[src/inc/clip_limit_pkg.sv]
// Constants shared by the clip and limit event interrupt block
`default_nettype none
package clip_limit_pkg;
  localparam int          CHAN_N         = 16;
  localparam int          CHAN_W         = 4;
  localparam int          RAW_W          = 12;
  localparam int          AVG_W          = 16;
  localparam int          ADDR_W         = 8;
  localparam int          DATA_W         = 32;
  localparam int          MAIN_W         = 8;

  // Register byte addresses
  localparam logic [7:0]  CLIP_REQ_OFS   = 8'h00;
  localparam logic [7:0]  CLIP_EN_OFS    = 8'h04;
  localparam logic [7:0]  CLIP_PEND_OFS  = 8'h08;
  localparam logic [7:0]  LIMIT_REQ_OFS  = 8'h0c;
  localparam logic [7:0]  LIMIT_EN_OFS   = 8'h10;
  localparam logic [7:0]  LIMIT_PEND_OFS = 8'h14;
  localparam logic [7:0]  CMP_MODE_OFS   = 8'h18;
  localparam logic [7:0]  LIMIT_LOW_OFS  = 8'h1c;
  localparam logic [7:0]  LIMIT_HIGH_OFS = 8'h20;

  // Resolution codes delivered with each raw result
  localparam logic [1:0]  RES_12         = 2'h0;
  localparam logic [1:0]  RES_10         = 2'h1;
  localparam logic [1:0]  RES_8          = 2'h2;
  localparam logic [11:0] ACT_12         = 12'hfff;
  localparam logic [11:0] ACT_10         = 12'h3ff;
  localparam logic [11:0] ACT_8          = 12'h0ff;

  // Comparison rules for the limit event
  localparam logic [1:0]  CMP_BELOW      = 2'h0;
  localparam logic [1:0]  CMP_INSIDE     = 2'h1;
  localparam logic [1:0]  CMP_ABOVE      = 2'h2;
  localparam logic [1:0]  CMP_OUTSIDE    = 2'h3;

  // Values after reset
  localparam logic [15:0] CLIP_EN_RST    = 16'hffff;
  localparam logic [15:0] LIMIT_EN_RST   = 16'h0000;
  localparam logic [1:0]  CMP_MODE_RST   = 2'h0;
  localparam logic [15:0] LIMIT_LOW_RST  = 16'h0000;
  localparam logic [15:0] LIMIT_HIGH_RST = 16'hffff;
  localparam logic [15:0] FLAGS_RST      = 16'h0000;
  localparam logic [31:0] RDATA_RST      = 32'h0000_0000;

  // Mirror positions in each channel result word
  localparam int          MIRROR_CLIP_BIT  = 29;
  localparam int          MIRROR_LIMIT_BIT = 30;
endpackage
`default_nettype wire

[src/design/adc_clip_limit_irq.sv]
// Clip and limit event flags, enables, pending views and converter interrupt
`default_nettype none
module adc_clip_limit_irq (
  input  wire logic        clk,
  input  wire logic        reset,
  // Register port
  input  wire logic [7:0]  addr,
  input  wire logic [31:0] wr_data,
  input  wire logic        wr_strobe,
  input  wire logic        rd_strobe,
  output logic      [31:0] rd_data,
  // Sequencer results
  input  wire logic        raw_valid,
  input  wire logic [3:0]  raw_chan,
  input  wire logic [11:0] raw_result,
  input  wire logic [1:0]  raw_res,
  input  wire logic        avg_valid,
  input  wire logic [3:0]  avg_chan,
  input  wire logic [15:0] avg_result,
  // Main interrupt flags and their masks
  input  wire logic [7:0]  main_flags,
  input  wire logic [7:0]  main_mask,
  // Outputs
  output logic      [15:0] clip_flag_mirror,
  output logic      [15:0] limit_flag_mirror,
  output logic             irq
);
  logic [11:0] active_bits;
  logic [11:0] raw_active;
  logic        clip_hit;
  logic [15:0] clip_set;
  logic        below_low;
  logic        at_or_above_high;
  logic        limit_hit;
  logic [15:0] limit_set;
  logic [1:0]  cmp_mode_r;
  logic [15:0] limit_low_r;
  logic [15:0] limit_high_r;
  logic [15:0] clip_flags;
  logic [15:0] clip_enable;
  logic [15:0] clip_pend;
  logic [15:0] limit_flags;
  logic [15:0] limit_enable;
  logic [15:0] limit_pend;
  logic        clip_clr_wr;
  logic        clip_en_wr;
  logic        limit_clr_wr;
  logic        limit_en_wr;
  logic        irq_nxt;
  logic        irq_r;
  logic [31:0] rd_data_nxt;
  logic [31:0] rd_data_r;

  // Clip detection on the raw result
  always_comb begin
    unique case (raw_res)
      clip_limit_pkg::RES_10: active_bits = clip_limit_pkg::ACT_10;
      clip_limit_pkg::RES_8:  active_bits = clip_limit_pkg::ACT_8;
      default:                active_bits = clip_limit_pkg::ACT_12;
    endcase
  end

  assign raw_active = raw_result & active_bits;

  // Upper unused bits are forced to zero, so all-ones compares to the mask itself
  assign clip_hit = (raw_active == 12'h000) || (raw_active == active_bits);

  assign clip_set = raw_valid && clip_hit ? (16'h0001 << raw_chan) : 16'h0000;

  // Limit detection on the averaged result
  assign below_low        = avg_result < limit_low_r;
  assign at_or_above_high = avg_result >= limit_high_r;

  always_comb begin
    unique case (cmp_mode_r)
      clip_limit_pkg::CMP_BELOW:  limit_hit = below_low;
      clip_limit_pkg::CMP_INSIDE: limit_hit = !below_low && !at_or_above_high;
      clip_limit_pkg::CMP_ABOVE:  limit_hit = at_or_above_high;
      clip_limit_pkg::CMP_OUTSIDE: limit_hit = below_low || at_or_above_high;
    endcase
  end

  assign limit_set = avg_valid && limit_hit ? (16'h0001 << avg_chan) : 16'h0000;

  // Register write decode
  assign clip_clr_wr  = wr_strobe && (addr == clip_limit_pkg::CLIP_REQ_OFS);
  assign clip_en_wr   = wr_strobe && (addr == clip_limit_pkg::CLIP_EN_OFS);
  assign limit_clr_wr = wr_strobe && (addr == clip_limit_pkg::LIMIT_REQ_OFS);
  assign limit_en_wr  = wr_strobe && (addr == clip_limit_pkg::LIMIT_EN_OFS);

  // Clip flags; the bank keeps a set that collides with a clear
  event_flag_bank #(
    .EN_RESET (clip_limit_pkg::CLIP_EN_RST)
  ) u_clip_bank (
    .clk      (clk),
    .reset    (reset),
    .set_vec  (clip_set),
    .clr_wr   (clip_clr_wr),
    .clr_data (wr_data[15:0]),
    .en_wr    (clip_en_wr),
    .en_data  (wr_data[15:0]),
    .flags_r  (clip_flags),
    .enable_r (clip_enable),
    .pending  (clip_pend)
  );

  event_flag_bank #(
    .EN_RESET (clip_limit_pkg::LIMIT_EN_RST)
  ) u_limit_bank (
    .clk      (clk),
    .reset    (reset),
    .set_vec  (limit_set),
    .clr_wr   (limit_clr_wr),
    .clr_data (wr_data[15:0]),
    .en_wr    (limit_en_wr),
    .en_data  (wr_data[15:0]),
    .flags_r  (limit_flags),
    .enable_r (limit_enable),
    .pending  (limit_pend)
  );

  // Comparison configuration
  always_ff @(posedge clk) begin
    if (reset) begin
      cmp_mode_r <= clip_limit_pkg::CMP_MODE_RST;
    end else if (wr_strobe && (addr == clip_limit_pkg::CMP_MODE_OFS)) begin
      cmp_mode_r <= wr_data[1:0];
    end
  end

  always_ff @(posedge clk) begin
    if (reset) begin
      limit_low_r <= clip_limit_pkg::LIMIT_LOW_RST;
    end else if (wr_strobe && (addr == clip_limit_pkg::LIMIT_LOW_OFS)) begin
      limit_low_r <= wr_data[15:0];
    end
  end

  always_ff @(posedge clk) begin
    if (reset) begin
      limit_high_r <= clip_limit_pkg::LIMIT_HIGH_RST;
    end else if (wr_strobe && (addr == clip_limit_pkg::LIMIT_HIGH_OFS)) begin
      limit_high_r <= wr_data[15:0];
    end
  end

  // Read mux; data stand only in the cycle after the strobe
  always_comb begin
    rd_data_nxt = clip_limit_pkg::RDATA_RST;
    if (rd_strobe) begin
      unique case (addr)
        clip_limit_pkg::CLIP_REQ_OFS:   rd_data_nxt = {16'h0000, clip_flags};
        clip_limit_pkg::CLIP_EN_OFS:    rd_data_nxt = {16'h0000, clip_enable};
        clip_limit_pkg::CLIP_PEND_OFS:  rd_data_nxt = {16'h0000, clip_pend};
        clip_limit_pkg::LIMIT_REQ_OFS:  rd_data_nxt = {16'h0000, limit_flags};
        clip_limit_pkg::LIMIT_EN_OFS:   rd_data_nxt = {16'h0000, limit_enable};
        clip_limit_pkg::LIMIT_PEND_OFS: rd_data_nxt = {16'h0000, limit_pend};
        clip_limit_pkg::CMP_MODE_OFS:   rd_data_nxt = {30'h0, cmp_mode_r};
        clip_limit_pkg::LIMIT_LOW_OFS:  rd_data_nxt = {16'h0000, limit_low_r};
        clip_limit_pkg::LIMIT_HIGH_OFS: rd_data_nxt = {16'h0000, limit_high_r};
        default:                        rd_data_nxt = clip_limit_pkg::RDATA_RST;
      endcase
    end
  end

  always_ff @(posedge clk) begin
    if (reset) begin
      rd_data_r <= clip_limit_pkg::RDATA_RST;
    end else begin
      rd_data_r <= rd_data_nxt;
    end
  end

  assign rd_data = rd_data_r;

  // Interrupt is registered so it never glitches on the input compare paths
  assign irq_nxt = (|clip_pend) || (|limit_pend) || (|(main_flags & main_mask));

  always_ff @(posedge clk) begin
    if (reset) begin
      irq_r <= 1'b0;
    end else begin
      irq_r <= irq_nxt;
    end
  end

  assign irq = irq_r;

  assign clip_flag_mirror  = clip_flags;
  assign limit_flag_mirror = limit_flags;
endmodule
`default_nettype wire

[src/design/event_flag_bank.sv]
// Sixteen sticky event flags with write-one-to-clear and an enable bank
`default_nettype none
module event_flag_bank #(
  parameter logic [15:0] EN_RESET = 16'h0000
) (
  input  wire logic        clk,
  input  wire logic        reset,
  input  wire logic [15:0] set_vec,
  input  wire logic        clr_wr,
  input  wire logic [15:0] clr_data,
  input  wire logic        en_wr,
  input  wire logic [15:0] en_data,
  output logic      [15:0] flags_r,
  output logic      [15:0] enable_r,
  output logic      [15:0] pending
);
  logic [15:0] flags_nxt;

  // Set wins over a clear landing in the same cycle
  always_comb begin
    flags_nxt = flags_r;
    if (clr_wr) begin
      flags_nxt = flags_nxt & ~clr_data;
    end
    flags_nxt = flags_nxt | set_vec;
  end

  always_ff @(posedge clk) begin
    if (reset) begin
      flags_r <= clip_limit_pkg::FLAGS_RST;
    end else begin
      flags_r <= flags_nxt;
    end
  end

  always_ff @(posedge clk) begin
    if (reset) begin
      enable_r <= EN_RESET;
    end else if (en_wr) begin
      enable_r <= en_data;
    end
  end

  assign pending = flags_r & enable_r;
endmodule
`default_nettype wire

[config.mk]
export PLATFORM = sky130hd
export DESIGN_NAME = adc_clip_limit_irq
export DESIGN_NICKNAME = d
export VERILOG_FILES = /design/src/inc/clip_limit_pkg.sv /design/src/design/adc_clip_limit_irq.sv /design/src/design/event_flag_bank.sv
export SDC_FILE = /design/constraint.sdc
export NUM_CORES = 1
export LEC_CHECK = 0
export ABC_AREA = 0
export ABC_CLOCK_PERIOD_IN_PS = 1950
export BUFFER_PORTS_ARGS = -buffer_cell sky130_fd_sc_hd__clkbuf_2
export CORE_UTILIZATION = 40
export CTS_CLUSTER_SIZE = 10
export DETAILED_ROUTE_END_ITERATION = 12
export HOLD_SLACK_MARGIN = 0.08
export PLACE_DENSITY = 0.62
export SLEW_MARGIN = 20
export SYNTH_ARGS = -nofsm -noshare
export SYNTH_HDL_FRONTEND = slang
export SYNTH_SLANG_ARGS = --single-unit
[constraint.sdc]
create_clock -name clk -period 1.95 [get_ports clk]
set_input_delay 0.195 -clock clk [delete_from_list [all_inputs] [get_ports clk]]
set_output_delay 0.195 -clock clk [all_outputs]
set_load 0.01 [all_outputs]
[Word-level counts from Yosys, hierarchy flattened]
Cells that the tools add are included.
Word-level totals
  word-level logic and storage cells: 67
  bits of input ports: 100
  register bits after elaboration: 131
Cells by class
  multiplexer cells: 7
  shift operators: 2
  bitwise operators: 10
  reduce and logical (&&, ||, !) cells: 23
  $lt $le $gt $ge: 2
  equality and inequality tests: 14
Operator list (number)
  16-bit one-hot mux with 9 select lines: 1
  16-bit AND: 4
  16-bit two-way mux: 4
  8-bit by 5-bit == test with 1-bit output (second input constant): 4
  16-bit OR: 2
  16-bit OR reduction: 2
  1-bit by 4-bit left shift with 16-bit output (first input constant): 2
  12-bit one-hot mux with 2 select lines: 1
  8-bit by 4-bit == test with 1-bit output (second input constant): 2
  16-bit greater-or-equal comparator: 1
  16-bit < comparator: 1
  16-bit inverter: 1
  12-bit AND: 1
  12-bit == test: 1
  12-bit logical NOT: 1
  1-bit logical AND: 10
  8-bit AND: 1
  8-bit by 3-bit == test with 1-bit output (second input constant): 1
  8-bit by 6-bit == test with 1-bit output (second input constant): 1
  8-bit logical NOT: 1
  8-bit OR reduction: 1
  2-bit == test (second input constant): 3
  2-bit by 1-bit == test with 1-bit output (second input constant): 2
  1-bit logical OR: 4
  other kinds (5): 6

[Depth between registers and ports, before layout]
  word-level depth: 8
  depth in mapped cells: 10
  depth with buffers taken out: 9

[Cells and area by module]
A second synthesis with hierarchy kept.
Unflattened totals
  cells, all modules: 823
  area, all modules: 6606.3 sq um
By module, submodules not included
  adc_clip_limit_irq: area an instance 4000.1 sq um, cells each 552, seq. area each 1021.0 sq um, times used 1
  event_flag_bank (u_limit_bank): area an instance 1313.8 sq um, cells each 135, seq. area each 640.6 sq um, times used 1
  event_flag_bank (u_clip_bank): area an instance 1292.5 sq um, cells each 136, seq. area each 640.6 sq um, times used 1

[Worst setup path after synthesis]
No wires, ideal clock.
  path kind: register to register
  start: register limit_low_r[11]
  end: register u_limit_bank.flags_r[5]
  setup time: 0.083 ns
  arrival time: 2.008 ns
  required time: 1.867 ns
  buffers on the path: 1
  path slack: -0.141 ns
  clock period less this slack: 2.091 ns
  cell stages (with the launch flop): 11
  path through: dfxtp_1 inv_1 ha_1 and2_1 a221oi_1 o21ai_0 a21oi_1 a21oi_1 o21a_4 buf_6 o31ai_4
Between the ends
  cells in the longest elaborated chain, start to end: 7
RTL lines
  start: declaration: RTL line adc_clip_limit_irq.sv:37  | logic [15:0] limit_low_r;
  start signal: assignment: RTL line adc_clip_limit_irq.sv:133  | limit_low_r <= clip_limit_pkg::LIMIT_LOW_RST;
  start signal: assignment: RTL line adc_clip_limit_irq.sv:135  | limit_low_r <= wr_data[15:0];
  16-bit < comparator (*): RTL line adc_clip_limit_irq.sv:71  | assign below_low = avg_result < limit_low_r;
  1-bit logical NOT: RTL line adc_clip_limit_irq.sv:77  | clip_limit_pkg::CMP_INSIDE: limit_hit = !below_low && !at_or_above_high;
  1-bit logical AND: RTL line adc_clip_limit_irq.sv:77
  1-bit one-hot mux with 4 select lines (*): RTL line adc_clip_limit_irq.sv:75  | unique case (cmp_mode_r)
  1-bit logical AND (*): RTL line adc_clip_limit_irq.sv:83  | assign limit_set = avg_valid && limit_hit ? (16'h0001 << avg_chan) : 16'h0000;
  16-bit two-way mux (*): RTL line adc_clip_limit_irq.sv:83
  16-bit OR (*): RTL line event_flag_bank.sv:25  | flags_nxt = flags_nxt | set_vec;
  end signal: assignment: RTL line event_flag_bank.sv:30  | flags_r <= clip_limit_pkg::FLAGS_RST;
  end signal: assignment: RTL line event_flag_bank.sv:32  | flags_r <= flags_nxt;
  end: declaration: RTL line event_flag_bank.sv:13  | output logic [15:0] flags_r,
Mark *: on every way between the ends. The rest lies on a longest branch, timed or not.
A chain may end at the register's enable or synchronous reset.

[Final worst setup path]
  start: register limit_low_r[11]
  end: register u_limit_bank.flags_r[9]
Same word-level chain as after synthesis.

==> results.sh <==
export IMPL_routabilityCongestion=0.9061
export IMPL_crit_path_end_kind="register"
export IMPL_yosys_register_bits=115
export IMPL_cts_made_buffers=17
export IMPL_hpwl_after_dpl_um=16250
export IMPL_final_setup_worst_slack_ns=-0.1873
export IMPL_worst_slew_pin_slew_ns=0.6663
export IMPL_drv_slew=0
export IMPL_dpl_instance_area_um2=7749
export IMPL_synth_flop_cell="sky130_fd_sc_hd__dfxtp_1"
export IMPL_port_buffers=132
export IMPL_route_detailed_wl_per_inst_um=18.30
export IMPL_drc=0
export IMPL_fp_dieW_um=128.3
export IMPL_multi_input_area_um2=3989
export IMPL_synth_top_cell_area_share=0.3610
export IMPL_path_class="register to register"
export IMPL_post_drt_via_cell_ratio=5.551
export IMPL_status="complete, but fails checks"
export IMPL_grt_pass1_wl_um=34480
export IMPL_grt_setup_unrepaired="yes"
export IMPL_vias_in_the_first_global_route=6303
export IMPL_top_level_ports=165
export IMPL_fmax_mhz=467.9
export IMPL_seqCellArea_um2=2313
export IMPL_clk_pin_slew_worst_paths_ns=0.05
export IMPL_power_dens_cells_nw_per_um2=657.1
export IMPL_power_leakage_nw=3.862
export IMPL_die_area_um2=16450
export IMPL_netlist_instances=804
export IMPL_drv_max_cap_violation_count=0
export IMPL_hold_class="input port to register"
export IMPL_setup_worst_path_start_class="register"
export IMPL_antenna_found_initial=0
export IMPL_rows=45
export IMPL_cts_num_sinks=115
export IMPL_route_antenna_remaining_nets=0
export IMPL_yosys_area_top_type="sky130_fd_sc_hd__dfxtp_1"
export IMPL_area_growth_synth_to_final_pct=35.69
export IMPL_post_synth_cell_area_avg_um2=7.932
export IMPL_synth_edf_count=0
export IMPL_design_core_area_um2=15370
export IMPL_initial_drc_count=563
export IMPL_cts_max_level=4
export IMPL_clkLatencyLatePin_ns=0.42
export IMPL_netlist_top_cells_area="sky130_fd_sc_hd__dfxtp_1 36%, sky130_fd_sc_hd__nand2_1 11%, sky130_fd_sc_hd__ha_1 6.3%"
export IMPL_drt_pre_antenna_iters=5
export IMPL_sequential_to_total_area_share_from_yosys_stat=0.3610
export IMPL_detailroute_via_count=6789
export IMPL_grt_start_max_net_pins=94
export IMPL_postSynth_asyncResetShare=0
export IMPL_grt_overflow_total=0
export IMPL_finalHoldViolations=0
export IMPL_final_design_area_no_fill_um2=8653
export IMPL_finalSetupViolCount=16
export IMPL_worstPathMaxFanout=8
export IMPL_postRouteWirelength_um=22390
export IMPL_die_h_um=128.3
export IMPL_num_nets_final=1132
export IMPL_clock_skew_ns=0.008604
export IMPL_fin_util=0.5630
export IMPL_mappedNetlistArea_um2=6377
export IMPL_ys_warn_count=0
export IMPL_initial_utilization=0.4149
export IMPL_tritoncts_clock_tree="yes"
export IMPL_required_time_worst_endpoint_ns=2.29
export IMPL_antennaDiodeCount=0
export IMPL_finalWorstPathRequiredPeriod_ns=2.137
export IMPL_fin_crit_sh=1.096
export IMPL_vdd_ir_drop_max_uv=635.9
export IMPL_clock_tree_root_cell="sky130_fd_sc_hd__clkbuf_16"
export IMPL_timing_slew_headroom=0.5548
export IMPL_cts_buffer_depth=2
export IMPL_track_usage=0.2775
export IMPL_num_fill_cells=1477
export IMPL_critPathArrivalTime_ns=2.48
export IMPL_violations="setup timing"
export IMPL_synthDistinctLibCells=53
export IMPL_post_route_cells_drive_above_1_share=0.3113
-- what timing repair did --
action,in CTS,in global routing
pin swaps,21,14
resized for setup,30,30
hold buffers,0,0
setup endpoints to repair,16,16
cloned,2,0
setup buffers,4,1
-- worst paths after layout --
| check | start | end | slack, ns | cells after the start |
|---|---|---|---|---|
| max reg2reg | limit_low_r[11] | u_limit_bank.flags_r[9] | -0.19 | 11 |
| min | wr_data[10] | limit_high_r[10] | 0.13 | 3 |
| min reg2reg | u_limit_bank.enable_r[3] | u_limit_bank.enable_r[3] | 0.48 | 2 |
| max | limit_low_r[11] | u_limit_bank.flags_r[9] | -0.19 | 11 |
-- cell usage in the layout, fill, tap and decap left out, types with 6 or more instances in the layout --
master	Yosys	routed
sky130_fd_sc_hd__dfxtp_2	0	9
sky130_fd_sc_hd__ha_4	0	6
sky130_fd_sc_hd__clkbuf_16	0	18
sky130_fd_sc_hd__nand2_1	185	181
sky130_fd_sc_hd__ha_1	32	25
sky130_fd_sc_hd__a21o_1	36	36
sky130_fd_sc_hd__buf_4	18	81
sky130_fd_sc_hd__dfxtp_1	115	106
sky130_fd_sc_hd__clkbuf_2	2	132
sky130_fd_sc_hd__a21oi_1	52	48
sky130_fd_sc_hd__a41oi_1	13	13
sky130_fd_sc_hd__conb_1	1	16
sky130_fd_sc_hd__inv_1	34	29
sky130_fd_sc_hd__o31ai_2	9	7
sky130_fd_sc_hd__nor2_1	34	30
sky130_fd_sc_hd__nor2_2	4	8
sky130_fd_sc_hd__o31ai_4	1	7
sky130_fd_sc_hd__nand3_1	38	38
sky130_fd_sc_hd__nand4_1	13	13
sky130_fd_sc_hd__nand3b_1	50	50
sky130_fd_sc_hd__buf_12	0	6
sky130_fd_sc_hd__nor3_1	7	6
sky130_fd_sc_hd__nand2b_1	7	7
sky130_fd_sc_hd__a22oi_1	48	48
-- metal layers --
| metal | track usage | vias to the layer above | wire length (µm) |
|---|---|---|---|
| met4 | 0.1142 | 0 | 590 |
| met1 | 0.3878 | 3162 | 9843 |
| met2 | 0.4134 | 337 | 9971 |
| met5 | 0 | - | 0 |
| met3 | 0.05676 | 46 | 1981 |
| li1 | - | 3244 | - |
-- layout make-up --
class	instances	share of cell area
multi-input combinational	611	0.4610
sequential	115	0.2674
timing repair buffer	221	0.1647
clock buffer	26	0.05885
tap	211	0.03051
inverter	34	0.01475
clock inverter	5	0.002892
-- cells in the mapped netlist, types with 5 or more instances --
library cell,count
sky130_fd_sc_hd__nand3_1,38
sky130_fd_sc_hd__nand4_1,13
sky130_fd_sc_hd__clkbuf_1,30
sky130_fd_sc_hd__o31ai_1,7
sky130_fd_sc_hd__o21ai_0,6
sky130_fd_sc_hd__nor3_1,7
sky130_fd_sc_hd__nand3b_1,50
sky130_fd_sc_hd__buf_4,18
sky130_fd_sc_hd__a22oi_1,48
sky130_fd_sc_hd__a21oi_1,52
sky130_fd_sc_hd__nand2b_1,7
sky130_fd_sc_hd__o31ai_2,9
sky130_fd_sc_hd__a221oi_1,6
sky130_fd_sc_hd__dfxtp_1,115
sky130_fd_sc_hd__buf_2,8
sky130_fd_sc_hd__a22o_1,5
sky130_fd_sc_hd__a21o_1,36
sky130_fd_sc_hd__nor2_1,34
sky130_fd_sc_hd__a41oi_1,13
sky130_fd_sc_hd__a31oi_1,5
sky130_fd_sc_hd__inv_1,34
sky130_fd_sc_hd__ha_1,32
sky130_fd_sc_hd__nand2_1,185
-- per-stage QoR --
step | worst slack [ns] | hold slack, ns | setup TNS [ns] | total power, mW | instances
after floorplan | -0.1008 | 0.3157 | -1.100 | 2.636 | 819
after global placement | -0.4561 | 0.4647 | -7.090 | 2.839 | 1185
after global routing | -0.3020 | 0.1346 | -4.044 | 5.861 | 1223
final | -0.1873 | 0.1272 | -2.581 | 5.686 | 1223
after detailed placement | -0.4821 | 0.4668 | -7.405 | 2.841 | 1185
after CTS | -0.1557 | 0.1104 | -2.369 | 5.690 | 1222
-- cell families (layout without fill, tap and decap cells) --
kind of cell | count (synthesis) | in the layout | share of synthesized area
buf+inv | 94 | 286 | 0.06906
simple gates | 359 | 359 | 0.2725
mux | 1 | 1 | 0.001570
other cells | 1 | 16 | 0.0005880
flops | 115 | 115 | 0.3610
compound gates | 202 | 203 | 0.2325
fa+ha+maj | 32 | 32 | 0.06278
-- critical path: stages, from the launching register on --
cell and delay (ns):
sky130_fd_sc_hd__dfxtp_2 0.33, sky130_fd_sc_hd__inv_2 0.04, sky130_fd_sc_hd__ha_4 0.26, sky130_fd_sc_hd__and2_4 0.14, sky130_fd_sc_hd__buf_4 0.10, sky130_fd_sc_hd__o2111ai_2 0.11
sky130_fd_sc_hd__nor2_2 0.19, sky130_fd_sc_hd__a21oi_4 0.10, sky130_fd_sc_hd__buf_6 0.14, sky130_fd_sc_hd__buf_4 0.13, sky130_fd_sc_hd__o21a_4 0.28, sky130_fd_sc_hd__o31ai_4 0.22
-- state kept, by name (all words and copies together) (netlist names) --
signal	cells
limit_low_r	16
u_limit_bank.enable_r	16
irq	1
u_clip_bank.enable_r	16
u_clip_bank.flags_r	16
u_limit_bank.flags_r	16
limit_high_r	16
rd_data	16
cmp_mode_r	2
-- power breakdown --
part           switching, mW  internal, mW  leakage [nW]  total [mW]
Sequential           0.00817          2.36         0.927        2.37
Clock                   1.07          1.77         0.270        2.84
Combinational          0.285         0.198          2.66       0.483
Power figures use the tool's default switching activity.
